<file path="config.mk">
export PLATFORM = sky130hd
export DESIGN_NAME = acc_top
export DESIGN_NICKNAME = d
export VERILOG_FILES = /design/src/design/acc_chan.v /design/src/design/acc_top.v
export VERILOG_INCLUDE_DIRS = /design/src /design/src/inc
export SDC_FILE = /design/constraint.sdc
export NUM_CORES = 2
export LEC_CHECK = 0
export ABC_AREA = 1
export BUFFER_PORTS_ARGS = -buffer_cell sky130_fd_sc_hd__buf_4
export CORE_UTILIZATION = 45
export DETAILED_ROUTE_END_ITERATION = 7
export GPL_ROUTABILITY_DRIVEN = 1
export PLACE_DENSITY = 0.59
export SLEW_MARGIN = 20
export SYNTH_ARGS = -nofsm -noshare
export SYNTH_HDL_FRONTEND = slang
export SYNTH_HIERARCHICAL = 1
export SYNTH_SLANG_ARGS = --single-unit
</file>
<file path="constraint.sdc">
create_clock -name pclk -period 4.7 [get_ports pclk]
set_clock_uncertainty 0.1 [all_clocks]
set_input_delay 0.94 -clock pclk [delete_from_list [all_inputs] [get_ports pclk]]
set_output_delay 0.94 -clock pclk [all_outputs]
set_load 0.02 [all_outputs]
</file>
<file path="src/inc/acc_defs.vh">
`ifndef ACC_DEFS_VH
`define ACC_DEFS_VH
// register byte offsets
`define ACC_OFF_SEL      12'h000
`define ACC_OFF_INWORD   12'h004
`define ACC_OFF_GRPWORD  12'h008
`define ACC_OFF_COMMIT   12'h00c
`define ACC_OFF_STATUS   12'h010
`define ACC_OFF_MASK     12'h014
`define ACC_OFF_FIELD    12'h018
`define ACC_OFF_CHSTATE  12'h01c
`define ACC_OFF_COUNT    12'h020
`define ACC_OFF_UNIT     12'h024
// parameter word digit positions (4-bit digits)
`define ACC_IN_DLY_LSB   12
`define ACC_IN_RST_LSB   8
`define ACC_IN_TYPE_LSB  4
`define ACC_IN_IND_LSB   0
`define ACC_IN_PUMP_LSB  16
`define ACC_GRP_A_LSB    8
`define ACC_GRP_B_LSB    0
// input type codes
`define ACC_T_NO         3'h0
`define ACC_T_NC         3'h1
`define ACC_T_RISE       3'h2
`define ACC_T_FALL       3'h3
`define ACC_T_BOTH       3'h4
`define ACC_T_CNT_CL     3'h5
`define ACC_T_CNT_OP     3'h6
`define ACC_T_CNT_BO     3'h7
// indication codes
`define ACC_IND_NORM     4'h0
`define ACC_IND_RING     4'h1
`define ACC_IND_FOLLOW   4'h2
// reflash group codes
`define ACC_GRP_1        8'h01
`define ACC_GRP_2        8'h02
// reset values
`define ACC_IN_RST_VAL   24'h000000
`define ACC_GRP_RST_VAL  16'h0000
// timing: one-minute window at 125 MHz
`define ACC_CLK_HZ       125000000
`define ACC_MINUTE_S     60
// 125e6 * 60 needs 33 bits; a 32-bit product would wrap
`define ACC_MINUTE_CYC   33'd7500000000
`endif

</file>
<file path="src/design/acc_chan.v">
`include "acc_defs.vh"
module acc_chan (
   // clock and reset
   input  wire        pclk,
   input  wire        presetn,
   // field input and timing
   input  wire        field_in,
   input  wire        minute_tick,
   // committed configuration
   input  wire [2:0]  in_type,
   input  wire [7:0]  pump_lim,
   // results
   output reg         alarm_q,
   output reg         event_q,
   output reg         pumping_q,
   output reg  [15:0] count_q
);
   reg       prev_q;
   reg [7:0] rate_q;
   wire rise = field_in & ~prev_q;
   wire fall = ~field_in & prev_q;
   reg  qual;
   always @* begin
      case (in_type)
         `ACC_T_RISE, `ACC_T_CNT_CL: qual = rise;
         `ACC_T_FALL, `ACC_T_CNT_OP: qual = fall;
         `ACC_T_BOTH, `ACC_T_CNT_BO: qual = rise | fall;
         default:                    qual = rise | fall;
      endcase
   end
   wire counting = in_type[2] & (in_type != `ACC_T_BOTH);
   wire edge_mode = (in_type == `ACC_T_RISE) | (in_type == `ACC_T_FALL) |
                    (in_type == `ACC_T_BOTH);
   // level modes: closed contact is field_in high
   wire lvl = (in_type == `ACC_T_NC) ? ~field_in : field_in;
   wire sup_on = (pump_lim != 8'h00);
   // limit reached: hold off further events until window restarts
   wire over = sup_on & (rate_q >= pump_lim);
   always @(posedge pclk or negedge presetn) begin
      if (!presetn) begin
         prev_q    <= 1'b0;
         rate_q    <= 8'h00;
         alarm_q   <= 1'b0;
         event_q   <= 1'b0;
         pumping_q <= 1'b0;
         count_q   <= 16'h0000;
      end else begin
         prev_q  <= field_in;
         event_q <= 1'b0;
         if (minute_tick) begin
            rate_q    <= 8'h00;
            pumping_q <= 1'b0;
         end
         if (counting) begin
            alarm_q <= 1'b0;
            if (qual && !over)
               count_q <= count_q + 16'h0001;
         end else if (edge_mode) begin
            alarm_q <= 1'b0;
            if (qual && !over) begin
               alarm_q <= 1'b1;
               event_q <= 1'b1;
            end
         end else begin
            if (lvl != alarm_q && !(lvl && over)) begin
               alarm_q <= lvl;
               event_q <= lvl;
            end
         end
         if (!minute_tick && sup_on) begin
            if ((counting | edge_mode) ? qual : (lvl & ~alarm_q)) begin
               if (over)
                  pumping_q <= 1'b1;
               else
                  rate_q <= rate_q + 8'h01;
            end
         end
      end
   end
endmodule

</file>
<file path="src/design/acc_top.v">
`include "acc_defs.vh"
module acc_top #(
   parameter [32:0] MINUTE_CYC = `ACC_MINUTE_CYC
) (
   // apb
   input  wire        pclk,
   input  wire        presetn,
   input  wire        psel,
   input  wire        penable,
   input  wire        pwrite,
   input  wire [11:0] paddr,
   input  wire [31:0] pwdata,
   output reg  [31:0] prdata,
   output reg         pready,
   output reg         pslverr,
   // field contacts
   input  wire [15:0] field_in,
   // unit sequence and interlock in
   input  wire [2:0]  unit_seq,
   input  wire [15:0] lock_in,
   // annunciator outputs
   output reg  [15:0] lamp_q,
   output reg         horn_q,
   output reg  [15:0] lock_out_q,
   output reg  [1:0]  reflash_a_q,
   output reg  [1:0]  reflash_b_q,
   output reg         irq_q
);
   // staged values, committed per channel into the parameter store
   reg  [3:0]  sel_q;
   reg  [23:0] in_stage_q;
   reg  [15:0] grp_stage_q;
   reg  [23:0] in_mem   [0:15];
   reg  [15:0] grp_mem  [0:15];
   reg  [15:0] status_q;
   reg  [15:0] mask_q;
   reg  [32:0] min_cnt_q;
   reg         tick_q;
   reg  [15:0] ring_q;
   wire [15:0] alarm;
   wire [15:0] event_p;
   wire [15:0] pump;
   wire [15:0] cnt [0:15];
   wire [15:0] horn_v;
   wire [1:0]  ra_v [0:15];
   wire [1:0]  rb_v [0:15];
   // writes land at the edge that completes the access
   wire        wr  = psel & penable & pwrite & pready;
   wire        rd  = psel & penable & ~pwrite & ~pready;
   wire        acc = psel & penable & ~pready;
   wire        mapped = (paddr[1:0] == 2'b00) && (paddr <= `ACC_OFF_UNIT);
   wire        commit = wr && paddr == `ACC_OFF_COMMIT && pwdata[0];
   wire        ring_seq = (unit_seq == 3'h3) | (unit_seq == 3'h4);

   genvar g;
   generate
      for (g = 0; g < 16; g = g + 1) begin : ch
         wire [23:0] w   = in_mem[g];
         wire [15:0] gw  = grp_mem[g];
         wire [2:0]  ty  = w[`ACC_IN_TYPE_LSB +: 3];
         wire [3:0]  ind = w[`ACC_IN_IND_LSB +: 4];
         wire [7:0]  pm  = w[`ACC_IN_PUMP_LSB +: 8];
         wire [7:0]  ga  = gw[`ACC_GRP_A_LSB +: 8];
         wire [7:0]  gb  = gw[`ACC_GRP_B_LSB +: 8];
         wire        edg = (ty == `ACC_T_RISE) | (ty == `ACC_T_FALL) |
                           (ty == `ACC_T_BOTH);
         acc_chan u_chan (
            .pclk        (pclk),
            .presetn     (presetn),
            .field_in    (field_in[g]),
            .minute_tick (tick_q),
            .in_type     (ty),
            .pump_lim    (pm),
            .alarm_q     (alarm[g]),
            .event_q     (event_p[g]),
            .pumping_q   (pump[g]),
            .count_q     (cnt[g])
         );
         // follow mode never sounds the horn
         assign horn_v[g] = (ind != `ACC_IND_FOLLOW) &
                            (alarm[g] | ring_q[g]);
         // each reflash type drives its own group
         assign ra_v[g] = {ga == `ACC_GRP_2, ga == `ACC_GRP_1} &
                          {2{event_p[g]}};
         assign rb_v[g] = {gb == `ACC_GRP_2, gb == `ACC_GRP_1} &
                          {2{event_p[g]}};
         always @(posedge pclk or negedge presetn) begin
            if (!presetn) begin
               lamp_q[g]     <= 1'b0;
               lock_out_q[g] <= 1'b0;
               ring_q[g]     <= 1'b0;
            end else begin
               if (ind == `ACC_IND_FOLLOW)
                  lamp_q[g] <= field_in[g];
               else
                  lamp_q[g] <= (alarm[g] | ring_q[g]) & ~lock_in[g];
               // ringback on return to normal, sequences 3 and 4 only
               if (ind == `ACC_IND_RING && ring_seq && !edg &&
                   alarm[g] && !field_lvl(ty, field_in[g]))
                  ring_q[g] <= 1'b1;
               else if (alarm[g] || ind != `ACC_IND_RING)
                  ring_q[g] <= 1'b0;
               lock_out_q[g] <= alarm[g] & ~edg;
            end
         end
      end
   endgenerate

   function field_lvl;
      input [2:0] t;
      input       f;
      begin
         field_lvl = (t == `ACC_T_NC) ? ~f : f;
      end
   endfunction

   integer i;
   reg [1:0] ra_or;
   reg [1:0] rb_or;
   always @* begin
      ra_or = 2'b00;
      rb_or = 2'b00;
      for (i = 0; i < 16; i = i + 1) begin
         ra_or = ra_or | ra_v[i];
         rb_or = rb_or | rb_v[i];
      end
   end

   always @(posedge pclk or negedge presetn) begin
      if (!presetn) begin
         for (i = 0; i < 16; i = i + 1) begin
            in_mem[i]  <= `ACC_IN_RST_VAL;
            grp_mem[i] <= `ACC_GRP_RST_VAL;
         end
      end else if (commit) begin
         // staged value only reaches the store on commit
         in_mem[sel_q]  <= in_stage_q;
         grp_mem[sel_q] <= grp_stage_q;
      end
   end

   always @(posedge pclk or negedge presetn) begin
      if (!presetn) begin
         min_cnt_q <= 33'h000000000;
         tick_q    <= 1'b0;
      end else if (min_cnt_q >= MINUTE_CYC - 33'h000000001) begin
         min_cnt_q <= 33'h000000000;
         tick_q    <= 1'b1;
      end else begin
         min_cnt_q <= min_cnt_q + 33'h000000001;
         tick_q    <= 1'b0;
      end
   end

   always @(posedge pclk or negedge presetn) begin
      if (!presetn) begin
         sel_q       <= 4'h0;
         in_stage_q  <= `ACC_IN_RST_VAL;
         grp_stage_q <= `ACC_GRP_RST_VAL;
         mask_q      <= 16'h0000;
         status_q    <= 16'h0000;
         prdata      <= 32'h00000000;
         pready      <= 1'b0;
         pslverr     <= 1'b0;
         horn_q      <= 1'b0;
         reflash_a_q <= 2'b00;
         reflash_b_q <= 2'b00;
         irq_q       <= 1'b0;
      end else begin
         pready  <= psel & penable & ~pready;
         pslverr <= 1'b0;
         // new events win over a same-cycle clear
         status_q <= (status_q & ~((wr && paddr == `ACC_OFF_STATUS) ?
                     pwdata[15:0] : 16'h0000)) | event_p | pump;
         irq_q       <= |((status_q | event_p | pump) & mask_q);
         horn_q      <= |horn_v;
         reflash_a_q <= ra_or;
         reflash_b_q <= rb_or;
         // error decided a cycle early so it stands with pready
         if (acc && !mapped)
            pslverr <= 1'b1;
         if (wr) begin
            case (paddr)
               `ACC_OFF_SEL:     sel_q       <= pwdata[3:0];
               `ACC_OFF_INWORD:  in_stage_q  <= pwdata[23:0];
               `ACC_OFF_GRPWORD: grp_stage_q <= pwdata[15:0];
               `ACC_OFF_MASK:    mask_q      <= pwdata[15:0];
               `ACC_OFF_COMMIT, `ACC_OFF_STATUS: ;
               default:          ;
            endcase
         end
         if (rd) begin
            case (paddr)
               `ACC_OFF_SEL:     prdata <= {28'h0, sel_q};
               `ACC_OFF_INWORD:  prdata <= {8'h00, in_mem[sel_q]};
               `ACC_OFF_GRPWORD: prdata <= {16'h0000, grp_mem[sel_q]};
               `ACC_OFF_COMMIT:  prdata <= 32'h00000000;
               `ACC_OFF_STATUS:  prdata <= {16'h0000, status_q};
               `ACC_OFF_MASK:    prdata <= {16'h0000, mask_q};
               `ACC_OFF_FIELD:   prdata <= {16'h0000, field_in};
               `ACC_OFF_CHSTATE: prdata <= {pump, alarm};
               `ACC_OFF_COUNT:   prdata <= {16'h0000, cnt[sel_q]};
               `ACC_OFF_UNIT:    prdata <= {29'h0, unit_seq};
               default: begin
                  prdata  <= 32'h00000000;
                  pslverr <= 1'b1;
               end
            endcase
         end
      end
   end
endmodule

</file>
### After elaboration in Yosys (flattened, before gate mapping)

Index checks and enable logic that the tools add are counted.

| word-level totals | value |
|---|---|
| word-level logic and storage cells | 1556 |
| output and inout port bits | 72 |
| register bits | 1286 |
| bits of input ports | 84 |
| memory bits (writable) | 0 |
| ROM bits | 0 |
| bits in latches | 0 |
| memories | 0 |

| cells by class | value |
|---|---|
| $mul | 0 |
| mux-type cells | 358 |
| shifts and indexed selects | 0 |
| reductions and logical operators | 321 |
| add/subtract/negate cells | 33 |
| eq/ne operators | 267 |
| bitwise operators | 367 |
| divide/modulo/power cells | 0 |
| magnitude comparators | 20 |

Operator list:

| kind | count |
|---|---|
| two-way mux 8 bit | 64 |
| bitwise mux 384 bit | 1 |
| case mux 32 bit (9 select lines) | 1 |
| two-way mux 1 bit | 260 |
| adder 16 x 1 -> 16 bit, second input constant | 16 |
| bitwise mux 256 bit | 1 |
| == test 8 x 1 -> 1 bit, second input constant | 32 |
| == test 8 x 2 -> 1 bit, second input constant | 32 |
| == test 3 bit, second input constant | 49 |
| bitwise AND 1 bit | 134 |
| logical AND 1 bit | 134 |
| adder 8 x 1 -> 8 bit, second input constant | 16 |
| binary-select mux 16 bit (select 4 bit) | 2 |
| greater-or-equal comparator 8 bit | 16 |
| nonzero test 8 bit | 16 |
| == test 3 x 2 -> 1 bit, second input constant | 33 |
| binary-select mux 24 bit (select 4 bit) | 1 |
| demux 24 bit (select 4 bit) | 1 |
| two-way mux 16 bit | 6 |
| inverter 1 bit | 82 |
| bitwise OR 1 bit | 81 |
| two-way mux 24 bit | 3 |
| logical NOT 1 bit | 66 |
| bitwise AND 2 bit | 32 |
| other kinds (33) | 287 |

### Depth between registers and ports, before layout

| depth | value |
|---|---|
| depth in word-level cells | 17 |
| gate-level depth with buffers | 16 |

### Cells and area by module

The synthesis kept the hierarchy.

By module, submodules not included:

| module | cells an instance | sequential area each (µm²) | area an instance (µm²) | instances |
|---|---|---|---|---|
| acc_top | 6163 | 20970.1 | 44184.9 | 1 |
| acc_chan at ch[0].u_chan ... | 268 | 700.7 | 1949.4 | 15 |
| acc_chan at ch[4].u_chan | 271 | 700.7 | 2094.5 | 1 |

### Worst setup path before layout

Ideal clock, no wire load.

| timing path | value |
|---|---|
| path type | register to register |
| start | register tick_q |
| end | register ch[0].u_chan.rate_q[2] |
| path buffers | 1 |
| path slack | 1847 ps |
| library setup time | 127 ps |
| stages on the path, launching flop included | 7 |
| data required time | 4473 ps |
| data arrival time | 2626 ps |
| period minus slack after synthesis | 2853 ps |
| cell sequence | dfrtp_1 -> inv_1 -> o21ai_1 -> nor2_1 -> nand3_1 -> buf_2 -> o21ai_0 |

| between the ends | value |
|---|---|
| cells in the longest elaborated chain, start to end | 4 |
| elaborated cells on any way between the ends | 6 |

Ends and longest elaborated chain:

| item | RTL line | RTL |
|---|---|---|
| start: declaration | acc_top.v:38 | `reg tick_q;` |
| start signal: assignment | acc_top.v:145 | `tick_q <= 1'b0;` |
| start signal: assignment | acc_top.v:148 | `tick_q <= 1'b1;` |
| start signal: assignment | acc_top.v:151 | `tick_q <= 1'b0;` |
| two-way mux 8 bit | acc_chan.v:50 | `if (minute_tick) begin` |
| two-way mux 8 bit | acc_chan.v:72 | `if (over)` |
| two-way mux 8 bit | acc_chan.v:71 | `if ((counting \| edge_mode) ? qual : (lvl & ~alarm_q)) begin` |
| two-way mux 8 bit * | acc_chan.v:70 | `if (!minute_tick && sup_on) begin` |
| end signal: assignment | acc_chan.v:75 | `rate_q <= rate_q + 8'h01;` |
| end: declaration | acc_chan.v:19 | `reg [7:0] rate_q;` |

Every way passes the cells marked *; elsewhere a longest branch is shown, timed or not.
A chain may end at the register's enable or synchronous reset.

### Worst setup path after layout

| timing path | value |
|---|---|
| start | register sel_q[0] |
| end | register prdata[4] |

| between the ends | value |
|---|---|
| cells in the longest elaborated chain, start to end | 5 |
| elaborated cells on any way between the ends | 11 |

Ends and longest elaborated chain:

| item | RTL line | RTL |
|---|---|---|
| start: declaration | acc_top.v:30 | `reg [3:0] sel_q;` |
| start signal: assignment | acc_top.v:184 | `` `ACC_OFF_SEL: sel_q <= pwdata[3:0]; `` |
| inverter 4 -> 5 bit (not written as such) * | acc_top.v:195, acc_top.v:196, acc_top.v:202 |  |
| binary-select mux 16 bit (select 4 bit) (tied with other cells) | acc_top.v:202 | `` `ACC_OFF_COUNT: prdata <= {16'h0000, cnt[sel_q]}; `` |
| two-way mux 16 bit (not written as such) (tied with other cells) (2 in a row) | acc_top.v:202 |  |
| case mux 32 bit (9 select lines) * | acc_top.v:193 | `case (paddr)` |
| end signal: assignment | acc_top.v:194 | `` `ACC_OFF_SEL: prdata <= {28'h0, sel_q}; `` |
| end signal: assignment | acc_top.v:202 |  |
| end signal: assignment | acc_top.v:203 | `` `ACC_OFF_UNIT: prdata <= {29'h0, unit_seq}; `` |
| end: declaration | acc_top.v:13 | `output reg [31:0] prdata,` |

Every way passes the cells marked *; elsewhere a longest branch is shown, timed or not. The select of a mux whose other input is x is not followed.

==> results.sh <==
export IMPL_status="finished clean"
export IMPL_drc=0
export IMPL_yosys_most_used_dff="dfrtp_1"
export IMPL_cts_made_buffers=152
export IMPL_rows=149
export IMPL_grt_antenna_before_repair=5
export IMPL_via_per_inst=5.33
export IMPL_crit_required_ns=5.28
export IMPL_cp_common_cell="nand2_1"
export IMPL_tns_ns=0
export IMPL_antenna_left=0
export IMPL_slowest_delay_ns=0.64
export IMPL_combPwrFrac=0.066
export IMPL_post_cts_resized=0
export IMPL_p_total_mw=25.6
export IMPL_ctsRootBufferMaster="clkbuf_16"
export IMPL_syn_area_per_cell_um2=7.22
export IMPL_rsz0062_at_grt="no"
export IMPL_final_cell_mix="4088 x nand2_1, 1283 x dfrtp_1, 1037 x inv_1"
export IMPL_wirelength_um=252000
export IMPL_clock_power_share=0.477
export IMPL_num_io_pins=156
export IMPL_synth_fp_nets=10700
export IMPL_synth_distinct_cells=52
export IMPL_floorplan_initialDensity=0.456
export IMPL_vias=67800
export IMPL_crit_start="sel_q[0]$_DFFE_PN0P_"
export IMPL_maxSlewHeadroom=0.188
export IMPL_grt_pass1_wl_um=385000
export IMPL_ir_worst_vdd_uv=408
export IMPL_ys_warn_count=6
export IMPL_power_leakage_nw=40.8
export IMPL_die_area_um2=169000
export IMPL_cts_setup_buffers=0
export IMPL_drv_slew=0
export IMPL_syn_inst=10500
export IMPL_drt_iter0_drc=6413
export IMPL_period_needed_ns=3.49
export IMPL_ys_seq_elements=1286
export IMPL_final_setup_viol_count=0
export IMPL_drv_cap=0
export IMPL_critPathTopFamily="simple AND/OR/NAND/NOR gates"
export IMPL_finalCritPeriodShare=0.743
export IMPL_core_area_um2=166000
export IMPL_yosysSeqAreaShare=0.426
export IMPL_dpl_hpwl_um=180000
export IMPL_endpoint_kind="register"
export IMPL_p_int_mw=19.1
export IMPL_htreeDepth=4
export IMPL_grt_pass1_vias=63700
export IMPL_die_w_um=412
export IMPL_start_kind="register"
export IMPL_final_common_cell="nand2_1"
export IMPL_synth_edff_count=0
export IMPL_cts_tree="built"
export IMPL_hold_viol=0
export IMPL_cp_max_fo=136
export IMPL_first_pass_iters=8
export IMPL_max_freq_mhz=286
export IMPL_nNetsFinal=10700
export IMPL_post_drt_wl_per_cell_um=19.8
export IMPL_slowest_stage="dfrtp_4"
export IMPL_clock_sinks=1286
export IMPL_port_buffers=147
export IMPL_cp_endpoint="prdata[4]$_DFFE_PN0P_"
export IMPL_syn_cell_area_um2=75500
export IMPL_swShare=0.254
export IMPL_worstSetupPathType="register to register"
export IMPL_worstSkewPairLatency_ns=0.81
export IMPL_grt_max_degree=146
export IMPL_drive_gt1_frac=0.0667
export IMPL_crit_chain="inv_8 > buf_12 > nand2_1 > nand2_1 > nand2_1 > nand2_1 > nand2_1 > nand2_1 > nor2_1 > nor2_1 > nor2_1 > nand2_1 > nand2_1 > nand2_1"
export IMPL_dieHeight_um=412
export IMPL_cp_num_buf_inv=2
export IMPL_arrival_ns=4.07
export IMPL_grt_usage=0.297
export IMPL_n_fill_cell=16300
export IMPL_p_per_area_nw_per_um2=308
export IMPL_worst_path_stages=14
export IMPL_syn_to_final_growth_pct=10.0
export IMPL_reg2reg_to="prdata[4]$_DFFE_PN0P_"
export IMPL_seq_power_share=0.457
export IMPL_tightestPinTransition_ns=1.21
export IMPL_gp_congestion=0.971
export IMPL_r2r_cells=14
export IMPL_hold_class="primary input to register"
export IMPL_timing_rr_start="sel_q[0]$_DFFE_PN0P_"
export IMPL_clockBufferDepth=3
export IMPL_synthArstFlopShare=1.00
export IMPL_reg2reg_slack_ns=1.21
export IMPL_gr_total_overflow=0
export IMPL_hold_buffers=1
export IMPL_p_switching_mw=6.50
export IMPL_clk_pin_slew_ns=0.06
## worst reg2reg max path: stages, from the launching register on
cell and delay, ns:
dfrtp_4 0.64, inv_8 0.27, buf_12 0.56, nand2_1 0.11
nand2_1 0.05, nand2_1 0.13, nand2_1 0.11, nand2_1 0.24
nand2_1 0.09, nor2_1 0.47, nor2_1 0.12, nor2_1 0.11
nand2_1 0.08, nand2_1 0.20, nand2_1 0.09
## metal layers
layer | up-vias | share of wire | GRT usage
met4 | 2 | 0.049 | 0.135
met3 | 440 | 0.071 | 0.0483
met2 | 2224 | 0.43 | 0.449
met1 | 32200 | 0.45 | 0.417
met5 | - | 0.000063 | 0
li1 | 33000 | - | -
## cells in the mapped netlist (39+ instances only)
cell	count	area, µm²
ha_1	209	2620
nand3_2	57	571
nand2_2	44	275
nand4_1	104	651
o21ai_2	46	403
inv_1	1039	3900
nand2_1	4090	15400
buf_6	109	1230
clkbuf_1	263	987
o21ai_1	419	2100
dfrtp_1	1286	32200
nand3_1	428	2140
buf_2	39	195
xor2_1	307	2690
a21oi_1	66	330
o21ai_0	666	3330
nor3_1	224	1120
a22oi_1	64	480
nor2_1	695	2610
## final cells by class
cell class / count / area [µm²] / share of cell area
Clock buffer: 232 / 4610 / 0.0555
Clock inverter: 32 / 454 / 0.00547
Timing Repair Buffer: 246 / 2190 / 0.0263
Multi-Input combinational cell: 7687 / 36900 / 0.445
Antenna cell: 1 / 2.50 / 0.0000301
Inverter: 1051 / 3960 / 0.0477
Tap cell: 2189 / 2740 / 0.0330
Sequential cell: 1286 / 32200 / 0.387
## state kept, by name, indices dropped and copies added (netlist names), 4 cells and up
signal / flops
ch.gw: 256
ch.u_chan/alarm_q: 16
ch.u_chan/count_q: 256
ch.u_chan/event_q: 16
ch.u_chan/prev_q: 16
ch.u_chan/pumping_q: 16
ch.u_chan/rate_q: 128
ch.w: 384
grp_stage_q: 16
in_stage_q: 24
lamp_q: 16
lock_out_q: 16
mask_q: 16
min_cnt_q: 33
prdata: 32
ring_q: 16
sel_q: 4
status_q: 16
## worst min path at each step
stage,cells after the start,from,end,slack [ns]
6_report,1,field_in[3],ch[3].u_chan/prev_q$_DFF_PN0_,0.21
2_1_floorplan,1,ch[15].w[1]$_DFFE_PN0P_,ring_q[15]$_DFFE_PN0P_,0.35
3_5_place_dp,2,prdata[13]$_DFFE_PN0P_,prdata[13]$_DFFE_PN0P_,0.37
5_1_grt,1,field_in[3],ch[3].u_chan/prev_q$_DFF_PN0_,0.18
4_1_cts,1,field_in[3],ch[3].u_chan/prev_q$_DFF_PN0_,0.16
3_3_place_gp,2,ch[14].w[11]$_DFFE_PN0P_,ch[14].w[11]$_DFFE_PN0P_,0.36
## power by group through the flow
stage	Combinational, mW	Clock, mW	Sequential (mW)
after floorplan	0.620	0	11.8
after CTS	1.71	12.4	11.7
after detailed placement	1.71	0	11.9
after global placement	1.69	0	11.9
after global routing	1.88	12.8	11.7
final	1.70	12.2	11.7
## metrics by stage
stage | setup slack [ns] | hold slack, ns | cells | area [µm²] | utilization
after detailed placement | 0.814 | 0.367 | 12500 | 78000 | 0.471
after CTS | 1.41 | 0.157 | 12700 | 83100 | 0.501
after global placement | 0.867 | 0.364 | 12500 | 78000 | 0.471
after floorplan | 1.85 | 0.350 | 10500 | 75500 | -
final | 1.21 | 0.207 | 12700 | 83100 | 0.501
after global routing | 1.13 | 0.183 | 12700 | 83100 | 0.501
## kinds of logic (layout without fill, tap and decap cells)
logic type,count (synthesis),in the layout,share of synthesized area
buffers and inverters,1481,1561,0.0861
DFF,1286,1286,0.426
adders and majority gates,209,209,0.0346
AOI/OAI and AO/OA,1374,1374,0.0995
other,0,1,0
and+or+nand+nor,5762,5762,0.314
xor gates and xnor gates,342,342,0.0397
Power figures use the tool's default switching activity.
